### config.mk
export PLATFORM = sky130hd
export DESIGN_NAME = pir_router
export DESIGN_NICKNAME = d
export VERILOG_FILES = /design/src/verilog/pir_pkg.sv /design/src/verilog/pir_router.sv
export VERILOG_INCLUDE_DIRS = /design/src /design/src/verilog
export SDC_FILE = /design/constraint.sdc
export NUM_CORES = 2
export LEC_CHECK = 0
export BUFFER_PORTS_ARGS = -buffer_cell sky130_fd_sc_hd__buf_2
export CAP_MARGIN = 30
export CELL_PAD_IN_SITES_DETAIL_PLACEMENT = 1
export CELL_PAD_IN_SITES_GLOBAL_PLACEMENT = 2
export CORE_AREA = 5 5 320 322
export DETAILED_ROUTE_END_ITERATION = 16
export DIE_AREA = 0 0 325 327
export PLACE_DENSITY = 0.73
export SLEW_MARGIN = 20
export SYNTH_ARGS = -nofsm -noshare
export SYNTH_HDL_FRONTEND = slang
export SYNTH_SLANG_ARGS = --single-unit
### constraint.sdc
create_clock -name CORE_CLK_IN -period 18.1 [get_ports CORE_CLK_IN]
set_input_delay 1.81 -clock CORE_CLK_IN [delete_from_list [all_inputs] [get_ports CORE_CLK_IN]]
set_output_delay 1.81 -clock CORE_CLK_IN [all_outputs]
set_load 0.1 [all_outputs]
### src/verilog/pir_defines.svh
`ifndef PIR_DEFINES_SVH
`define PIR_DEFINES_SVH

// Number of request inputs and priority width.
`define PIR_NUM_REQ 56
`define PIR_PRIO_W 4

// Register byte offsets.
`define PIR_OFS_THR_FAST 12'h000
`define PIR_OFS_THR_STD 12'h004
`define PIR_OFS_STATUS 12'h008
`define PIR_OFS_MASK 12'h00C
`define PIR_OFS_RAW_LO 12'h010
`define PIR_OFS_RAW_HI 12'h014
`define PIR_OFS_PEND_LO 12'h018
`define PIR_OFS_PEND_HI 12'h01C
`define PIR_OFS_REQ_BASE 12'h100

// Per-request control word fields.
`define PIR_FLD_PRIO_LSB 0
`define PIR_FLD_TARGET 8
`define PIR_FLD_POLARITY 9
`define PIR_FLD_SWREQ 10
`define PIR_FLD_ENABLE 16

// Reset values.
`define PIR_RST_THR 4'h0
`define PIR_RST_MASK 2'h0

// Status bit positions.
`define PIR_ST_FAST 0
`define PIR_ST_STD 1

// AXI response codes.
`define PIR_RESP_OKAY 2'h0
`define PIR_RESP_SLVERR 2'h2

`endif

### src/verilog/pir_pkg.sv
package pir_pkg;

   // Per-request configuration.
   typedef struct packed
   {
      logic enable;
      logic swreq;
      logic polarity;
      logic target;
      logic [3:0] prio;
   } pir_cfg_t;

   // Write and read bus signals from the master.
   typedef struct packed
   {
      logic [11:0] awaddr;
      logic awvalid;
      logic [31:0] wdata;
      logic [3:0] wstrb;
      logic wvalid;
      logic bready;
      logic [11:0] araddr;
      logic arvalid;
      logic rready;
   } pir_axi_req_t;

   // Answer signals to the master.
   typedef struct packed
   {
      logic awready;
      logic wready;
      logic [1:0] bresp;
      logic bvalid;
      logic arready;
      logic [31:0] rdata;
      logic [1:0] rresp;
      logic rvalid;
   } pir_axi_rsp_t;

   // Target line pair.
   typedef struct packed
   {
      logic standard;
      logic fast;
   } pir_lines_t;

endpackage : pir_pkg

### src/verilog/pir_router.sv
`timescale 1ns/100ps
`include "pir_defines.svh"

module pir_router #(
   parameter int NUM_REQ = `PIR_NUM_REQ
) (
   // Clock, enable and reset.
   input wire logic CORE_CLK_IN,
   input wire logic CLK_EN_IN,
   input wire logic RST_IN,
   // Register bus.
   input wire pir_pkg::pir_axi_req_t AXI_REQ_IN,
   output pir_pkg::pir_axi_rsp_t AXI_RSP_OUT,
   // Peripheral request levels.
   input wire logic [NUM_REQ-1:0] REQ_IN,
   // Processor lines and summary interrupt.
   output pir_pkg::pir_lines_t LINES_OUT,
   output logic IRQ_OUT
);
   import pir_pkg::*;

   localparam int PW = `PIR_PRIO_W;

   ////////////////////////////////////////////////////////////////////////////////
   // State.

   typedef enum logic [1:0] {WR_IDLE, WR_RESP} pir_wr_st_t;

   typedef struct packed
   {
      pir_cfg_t [NUM_REQ-1:0] cfg;
      logic [PW-1:0] thr_fast;
      logic [PW-1:0] thr_std;
      logic [1:0] status;
      logic [1:0] mask;
      logic [NUM_REQ-1:0] raw;
      pir_lines_t lines;
      pir_wr_st_t wr_st;
      logic aw_got;
      logic w_got;
      logic [11:0] awaddr;
      logic [31:0] wdata;
      logic bad_wr;
      logic rvalid;
      logic [31:0] rdata;
      logic bad_rd;
   } pir_state_t;

   pir_state_t st;
   pir_state_t next_st;

   // Combinational helpers.
   logic [NUM_REQ-1:0] active;
   logic [NUM_REQ-1:0] hit_fast;
   logic [NUM_REQ-1:0] hit_std;
   logic [63:0] raw_w;
   logic [63:0] pend_fast_w;
   logic [63:0] pend_std_w;

   ////////////////////////////////////////////////////////////////////////////////
   // Request evaluation.

   // Each input is polarity-corrected, merged with its software request and then masked.
   always_comb
   begin
      for (int i = 0; i < NUM_REQ; i++)
      begin
         active[i] = st.cfg[i].enable &
                     ((REQ_IN[i] ^ st.cfg[i].polarity) | st.cfg[i].swreq);
         hit_fast[i] = active[i] && (st.cfg[i].target == 1'b0)
                       && (st.cfg[i].prio != '0)
                       && (st.cfg[i].prio > st.thr_fast);
         hit_std[i] = active[i] && (st.cfg[i].target == 1'b1)
                      && (st.cfg[i].prio != '0)
                      && (st.cfg[i].prio > st.thr_std);
      end
      raw_w = 64'h0;
      pend_fast_w = 64'h0;
      pend_std_w = 64'h0;
      raw_w[NUM_REQ-1:0] = st.raw;
      pend_fast_w[NUM_REQ-1:0] = hit_fast;
      pend_std_w[NUM_REQ-1:0] = hit_std;
   end

   ////////////////////////////////////////////////////////////////////////////////
   // Next-state logic.

   // Register bus slave, status capture and line update.
   always_comb
   begin
      logic [11:0] ra;
      logic [11:0] idx;
      logic do_wr;
      logic do_rd;
      ra = 12'h0;
      idx = 12'h0;
      do_wr = 1'b0;
      do_rd = 1'b0;
      next_st = st;

      // Raw levels are recorded before any priority masking.
      next_st.raw = active;
      next_st.lines.fast = |hit_fast;
      next_st.lines.standard = |hit_std;

      // Write address and data are taken in either order.
      if (st.wr_st == WR_IDLE)
      begin
         if (AXI_REQ_IN.awvalid && !st.aw_got)
         begin
            next_st.aw_got = 1'b1;
            next_st.awaddr = AXI_REQ_IN.awaddr;
         end
         if (AXI_REQ_IN.wvalid && !st.w_got)
         begin
            next_st.w_got = 1'b1;
            next_st.wdata = AXI_REQ_IN.wdata;
         end
         do_wr = st.aw_got && st.w_got;
      end
      else if (AXI_REQ_IN.bready)
      begin
         next_st.wr_st = WR_IDLE;
      end

      // Register write with full-word strobes assumed for control fields.
      if (do_wr)
      begin
         next_st.aw_got = 1'b0;
         next_st.w_got = 1'b0;
         next_st.wr_st = WR_RESP;
         next_st.bad_wr = 1'b0;
         case (st.awaddr)
            `PIR_OFS_THR_FAST: next_st.thr_fast = st.wdata[PW-1:0];
            `PIR_OFS_THR_STD: next_st.thr_std = st.wdata[PW-1:0];
            `PIR_OFS_MASK: next_st.mask = st.wdata[1:0];
            `PIR_OFS_STATUS,
            `PIR_OFS_RAW_LO,
            `PIR_OFS_RAW_HI,
            `PIR_OFS_PEND_LO,
            `PIR_OFS_PEND_HI: next_st.bad_wr = 1'b0;
            default:
            begin
               idx = (st.awaddr - `PIR_OFS_REQ_BASE) >> 2;
               if (st.awaddr >= `PIR_OFS_REQ_BASE && idx < 12'(NUM_REQ)
                   && st.awaddr[1:0] == 2'b00)
               begin
                  next_st.cfg[idx].prio = st.wdata[`PIR_FLD_PRIO_LSB +: PW];
                  next_st.cfg[idx].target = st.wdata[`PIR_FLD_TARGET];
                  next_st.cfg[idx].polarity = st.wdata[`PIR_FLD_POLARITY];
                  next_st.cfg[idx].swreq = st.wdata[`PIR_FLD_SWREQ];
                  next_st.cfg[idx].enable = st.wdata[`PIR_FLD_ENABLE];
               end
               else
               begin
                  next_st.bad_wr = 1'b1;
               end
            end
         endcase
      end

      // Read channel: address taken when no read answer is pending.
      do_rd = AXI_REQ_IN.arvalid && !st.rvalid;
      if (st.rvalid && AXI_REQ_IN.rready)
      begin
         next_st.rvalid = 1'b0;
      end
      if (do_rd)
      begin
         ra = AXI_REQ_IN.araddr;
         next_st.rvalid = 1'b1;
         next_st.bad_rd = 1'b0;
         next_st.rdata = 32'h0;
         case (ra)
            `PIR_OFS_THR_FAST: next_st.rdata[PW-1:0] = st.thr_fast;
            `PIR_OFS_THR_STD: next_st.rdata[PW-1:0] = st.thr_std;
            `PIR_OFS_STATUS: next_st.rdata[1:0] = st.status;
            `PIR_OFS_MASK: next_st.rdata[1:0] = st.mask;
            `PIR_OFS_RAW_LO: next_st.rdata = raw_w[31:0];
            `PIR_OFS_RAW_HI: next_st.rdata = raw_w[63:32];
            `PIR_OFS_PEND_LO: next_st.rdata = pend_fast_w[31:0] | pend_std_w[31:0];
            `PIR_OFS_PEND_HI: next_st.rdata = pend_fast_w[63:32] | pend_std_w[63:32];
            default:
            begin
               idx = (ra - `PIR_OFS_REQ_BASE) >> 2;
               if (ra >= `PIR_OFS_REQ_BASE && idx < 12'(NUM_REQ) && ra[1:0] == 2'b00)
               begin
                  next_st.rdata[`PIR_FLD_PRIO_LSB +: PW] = st.cfg[idx].prio;
                  next_st.rdata[`PIR_FLD_TARGET] = st.cfg[idx].target;
                  next_st.rdata[`PIR_FLD_POLARITY] = st.cfg[idx].polarity;
                  next_st.rdata[`PIR_FLD_SWREQ] = st.cfg[idx].swreq;
                  next_st.rdata[`PIR_FLD_ENABLE] = st.cfg[idx].enable;
               end
               else
               begin
                  next_st.bad_rd = 1'b1;
               end
            end
         endcase
      end

      // Status bits are sticky; a read clears them but a new event wins.
      if (do_rd && ra == `PIR_OFS_STATUS)
      begin
         next_st.status = 2'h0;
      end
      if (next_st.lines.fast && !st.lines.fast)
      begin
         next_st.status[`PIR_ST_FAST] = 1'b1;
      end
      if (next_st.lines.standard && !st.lines.standard)
      begin
         next_st.status[`PIR_ST_STD] = 1'b1;
      end
   end

   ////////////////////////////////////////////////////////////////////////////////
   // State register.

   // Everything runs on the router branch clock, frozen while the enable is low.
   always_ff @(posedge CORE_CLK_IN or posedge RST_IN)
   begin
      if (RST_IN)
      begin
         st <= '0;
         st.thr_fast <= `PIR_RST_THR;
         st.thr_std <= `PIR_RST_THR;
         st.mask <= `PIR_RST_MASK;
         st.wr_st <= WR_IDLE;
      end
      else if (CLK_EN_IN)
      begin
         st <= next_st;
      end
   end

   ////////////////////////////////////////////////////////////////////////////////
   // Outputs.

   // Bus answers; ready strobes are combinational.
   always_comb
   begin
      AXI_RSP_OUT.awready = (st.wr_st == WR_IDLE) && !st.aw_got;
      AXI_RSP_OUT.wready = (st.wr_st == WR_IDLE) && !st.w_got;
      AXI_RSP_OUT.bvalid = (st.wr_st == WR_RESP);
      AXI_RSP_OUT.bresp = st.bad_wr ? `PIR_RESP_SLVERR : `PIR_RESP_OKAY;
      AXI_RSP_OUT.arready = !st.rvalid;
      AXI_RSP_OUT.rvalid = st.rvalid;
      AXI_RSP_OUT.rdata = st.rdata;
      AXI_RSP_OUT.rresp = st.bad_rd ? `PIR_RESP_SLVERR : `PIR_RESP_OKAY;
   end

   // Processor lines come from flip-flops; the summary interrupt is gated by the mask.
   assign LINES_OUT = st.lines;
   assign IRQ_OUT = |(st.status & st.mask);

endmodule : pir_router
Yosys cells after proc, flatten, opt, wreduce, memory -nomap -nowiden

Cells that the tools add are included.

$add $sub $neg: 2
Multiply operators: 0
Div/mod/pow operators: 0
Magnitude comparators: 119
Eq/ne operators: 17
Shift-type cells: 0
Mux-type cells: 48
Bitwise operators: 228
Reduce and logical (&&, ||, !) cells: 445

Operators with widths:

| kind                  | number |
|---|---|
| $bwmux W448           | 5 |
| $gt A4 B4 Y1          | 112 |
| $logic_and A1 B1 Y1   | 351 |
| $demux W8 S6          | 5 |
| $reduce_bool A4 Y1    | 56 |
| $reduce_or A56 Y1     | 2 |
| $eq A12 B5 Y1 const B | 8 |
| $eq A12 B4 Y1 const B | 5 |
| $pmux W15 S4          | 1 |
| $not A1 Y1            | 57 |
| $and A1 B1 Y1         | 56 |
| $or A1 B1 Y1          | 56 |
| $xor A1 B1 Y1         | 56 |
| $bmux W8 S6           | 1 |
| $mux W46              | 1 |
| $mux W34              | 1 |
| $mux W32              | 1 |
| $or A32 B32 Y32       | 1 |
| $eq A12 B3 Y1 const B | 2 |
| $ge A12 B9 Y1 const B | 2 |
| $logic_not A12 Y1     | 2 |
| $mux W12              | 2 |
| $or A24 B24 Y24       | 1 |
| $reduce_and A3 Y1     | 8 |
| other kinds (29)      | 67 |

Register bits: 601
Latch bits: 0
Memory bits (writable): 0
ROM bits: 0
Input port bits: 124
Output and inout bits: 44
Logic and storage cells: 1,156
Memories: 0

Longest topological paths before layout

Word-level depth: 10
Mapped depth: 12
Depth with buffers taken out: 10

Least setup slack after synthesis

Ideal clock, no wire load.

Kind: in2reg
Start: input port AXI_REQ_IN[4] (netlist name)
End: register st (netlist bit AXI_RSP_OUT[11])
Data arrival time: 4.250 ns
Required time: 17.979 ns
Setup slack: 13.729 ns
Stages: 8
Path buffers: 3
Cells stage by stage: clkbuf_1 buf_2 buf_1 mux4_2 mux4_2 a211oi_1 nor3_1 o22a_1

Cells in the longest elaborated chain, start to end: 6
Elaborated cells on any way between the ends: 18
Those cells by class: 1 x add/sub; 2 x order compare; 7 x eq/ne; 4 x mux; 4 x reduce/logical

Ends and longest elaborated chain:

| item                             | line              | RTL |
|---|---|---|
| start: declaration               | pir_router.sv:12  | `input wire pir_pkg::pir_axi_req_t AXI_REQ_IN,` |
| $sub A12 B9 Y12 (no line)        | n/a               |  |
| $lt A10 B6 Y1                    | pir_router.sv:186 | `` if (ra >= `PIR_OFS_REQ_BASE && idx < 12'(NUM_REQ) && ra[1:0] == 2'b00) `` |
| $logic_and A1 B1 Y1 (2 in a row) | pir_router.sv:186 |  |
| $mux W3                          | pir_router.sv:186 |  |
| $pmux W3 S5 *                    | pir_router.sv:174 | `case (ra)` |
| end signal: assignment           | pir_router.sv:233 | `st <= next_st;` |
| end: declaration                 | pir_router.sv:49  | `pir_state_t st;` |

Mark *: on every way between the ends. The rest lies on a longest branch, timed or not. The select of a mux whose other input is x is not followed.
A chain may end at the register's enable or synchronous reset.

Worst setup path after layout

Start: input port CLK_EN_IN
End: register st[420] (netlist name)

Cells in the longest elaborated chain, start to end: 1

Ends and longest elaborated chain:

| item                        | line            | RTL |
|---|---|---|
| start: declaration          | pir_router.sv:9 | `input wire logic CLK_EN_IN,` |
| $reduce_and A4 Y1 (no line) | n/a             |  |

No other way between the ends.

==> impl_metrics.csv <==
group,metric,value,unit
outcome,status,"complete, no violations",
floorplan,dieWidth,325,um
placement,gp_congestion,0.920,
sta,rsz0062_at_grt,"no",
synthesis,syn_inst,3352,
worst_setup_path,cp-endpoint,"st[420]",
sta,drv_slew,0,
synthesis,yosys_most_used_dff,"dfrtp_1",
layout,layout.nets,4047,
clock_network,clock_sinks,576,
grt,grt_max_degree,83,
clock_network,cts_max_level,3,
sta,tns,0,ns
clock_network,cts_buffers,73,
synthesis,yosys_warnings,0,
synthesis,syn_area,38400,sq um
worst_setup_path,cp.required,18.62,ns
worst_setup_path,r2r-end,"LINES_OUT[1]",
layout,synthToLayoutAreaGrowth,12.4,%
power,switching_share,34.8,%
synthesis,yosys-top-cells-count,"576 x dfrtp_1, 468 x mux2_2, 448 x ha_1",
route,routed_wire_length_per_instance,31.7,um
sta,min_period,5.38,ns
grt,grt_use_total,28.3,%
route,drc,0,
grt,grt_pass1_wl,224,mm
worst_setup_path,crit_arrival,5.90,ns
sta,clock.fmax,186,MHz
route,viasPerCell,6.25,
clock_network,cts_tree,"yes",
worst_setup_path,critPathMaxFanout,9,
route,vias,30215,
clock_network,clkLatencyLatePin,0.65,ns
grt,use_met3,5.66,%
grt,antenna_found_initial,8,
power,p_per_area,86.0,nW/um^2
power,p_seq_share,41.6,%
power,comb_power_share,16.9,%
clock_network,cts_hold_buf,0,
synthesis,yosysSeqAreaShare,37.5,%
power,clkPwrFrac,41.6,%
worst_setup_path,startpoint_type,"primary input",
synthesis,ys_top_cells_by_area,"dfrtp_1 38%, ha_1 15%, mux2_2 14%, mux4_2 7.9%, a21oi_1 2.0%",
sta,final.period_utilization,29.7,%
grt,gr-total-overflow,0,
synthesis,synth.top_cell.area_share,37.5,%
grt,grt.met2_usage,43.6,%
placement,dp_hpwl,109,mm
sta,relSlewSlack,28.5,%
grt,gr-usage-met1,39.5,%
sta,hold_viol,0,
sta,setup_violations,0,
sta,hold_ws,0.468,ns
synthesis,synth.most_common_cell,"dfrtp_1",
floorplan,core,99300,sq um
clock_network,cts_buffer_depth,3,
job,drv_cap,0,
worst_setup_path,startpoint,"CLK_EN_IN",
worst_setup_path,reg2reg_slack,13.24,ns
synthesis,synth_edf_count,0,
worst_setup_path,critical_path_class,"in2reg",
floorplan,die-area,106000,sq um
worst_hold_path,hp-class,"reg2reg",
clock_network,post_cts_buffers,0,
synthesis,synthArstFlopShare,100,%
grt,top_usage_layer,"met2",
worst_setup_path,r2r-start,"st[146]",
floorplan,die_h,327,um
layout,fin_util,43.5,%
clock_network,clk_pin_slew,0.05,ns
worst_setup_path,worstSetupEndpointType,"register",
sta,clock_skew,0.0377,ns
power,p_int,2420,uW
power,finalPower,3710,uW
sta,worstMarginPinSlew,1.06,ns
floorplan,ios,168,
floorplan,rows,116,
floorplan,initial_core_util,38.7,%
power,p_switching,1290,uW
worst_setup_path,worstRegToRegCells,12,
synthesis,synth_top_area_cell,"dfrtp_1",
route,wirelength,153,mm
route,first_iter_violations,2338,
power,vdd_drop_max,0.162,mV
layout,drive_above_1_share,27.8,%
clock_network,root_buffer,"clkbuf_16",
power,p_leak,0.0207,uW
route,first_pass_iters,5,
placement,portBuffers,137,
grt,grt_pass1_vias,31109,
synthesis,synth_cell_types,79,
route,ant_nets,0,
synthesis,avgSynthCellArea,11.5,sq um
synthesis,ys_seq_elements,576,
clock_network,cts-resized-gates,0,
## worst min-delay path by stage
stage	from	end	slack [ns]	cells past startpoint
after CTS	AXI_RSP_OUT[25]	AXI_RSP_OUT[25]	0.47	2
after global routing	AXI_RSP_OUT[22]	AXI_RSP_OUT[22]	0.49	1
after floorplan	AXI_RSP_OUT[25]	AXI_RSP_OUT[25]	0.44	2
after detailed placement	st[34]	st[34]	0.46	2
final	st[0]	st[0]	0.47	2
after global placement	AXI_RSP_OUT[25]	AXI_RSP_OUT[25]	0.45	2
## registers in the layout (all words and copies together), names as in the netlist
register,cells
raw_w,56
LINES_OUT,2
st,485
AXI_RSP_OUT,33
## per-stage QoR
stage	area, sq um	instances	worst slack, ns
6_report	43200	4833	12.73
5_1_grt	43200	4831	12.51
4_1_cts	43000	4822	12.91
3_5_place_dp	40500	4689	12.25
3_3_place_gp	40400	4677	12.28
2_1_floorplan	38400	3353	0.176
## kinds of logic after synthesis
group           synth area share (%)
simple gates                    8.67
other cells                  0.00976
flops                           37.5
xor+xnor                        1.28
fa+ha+maj                       14.6
compound gates                  10.6
mux                             23.3
buf+inv                         4.04
## layer usage
layer,up-vias,part of all wire [%]
met5,-,0.0046
met3,260,6.9
met2,993,44
met1,15859,45
met4,2,4.2
li1,13101,-
## cells in the final DEF, fill, tap and decap left out, drive strengths merged, types with 9 or more instances in the layout
cell     instances
a41o            31
a31oi           12
a41oi           25
buf            207
nand2          160
mux2i           45
mux2           482
o21a            11
nor2b           20
clkbuf         114
nor3            53
ha             448
o2111ai         13
and4b           28
xor2            54
or4             27
a21oi          153
nor4            64
o211ai          56
o22ai           32
nand3           65
nand4           54
a211oi          49
nor2           100
inv            200
o21ai          151
mux4           136
a21o            37
clkinv          15
a221oi           9
dfrtp          576
## layout make-up
class	count	area, sq um
Antenna cell	2	5.00
Timing Repair Buffer	210	1330
Multi-Input combinational cell	2414	22500
Sequential cell	576	14400
Tap cell	1298	1620
Clock inverter	22	278
Inverter	200	758
Clock buffer	111	2210
Fill cell	10749	56100
## critical path, stage by stage
cell      delay [ns]
buf_4           0.24
nand4b_1        0.37
nor4_1          0.43
nand2_1         0.71
nor3_1          0.51
nand2_1         0.70
nor2_2          0.71
mux2_2          0.40
## power by group through the flow
stage / combinational, uW / clock, uW / sequential, uW
floorplan: 495 / 0 / 1380
global placement: 612 / 0 / 1560
detailed placement: 616 / 0 / 1570
CTS: 618 / 1570 / 1540
global route: 660 / 1620 / 1550
finish: 626 / 1540 / 1540
(Power assumes the default switching activity.)
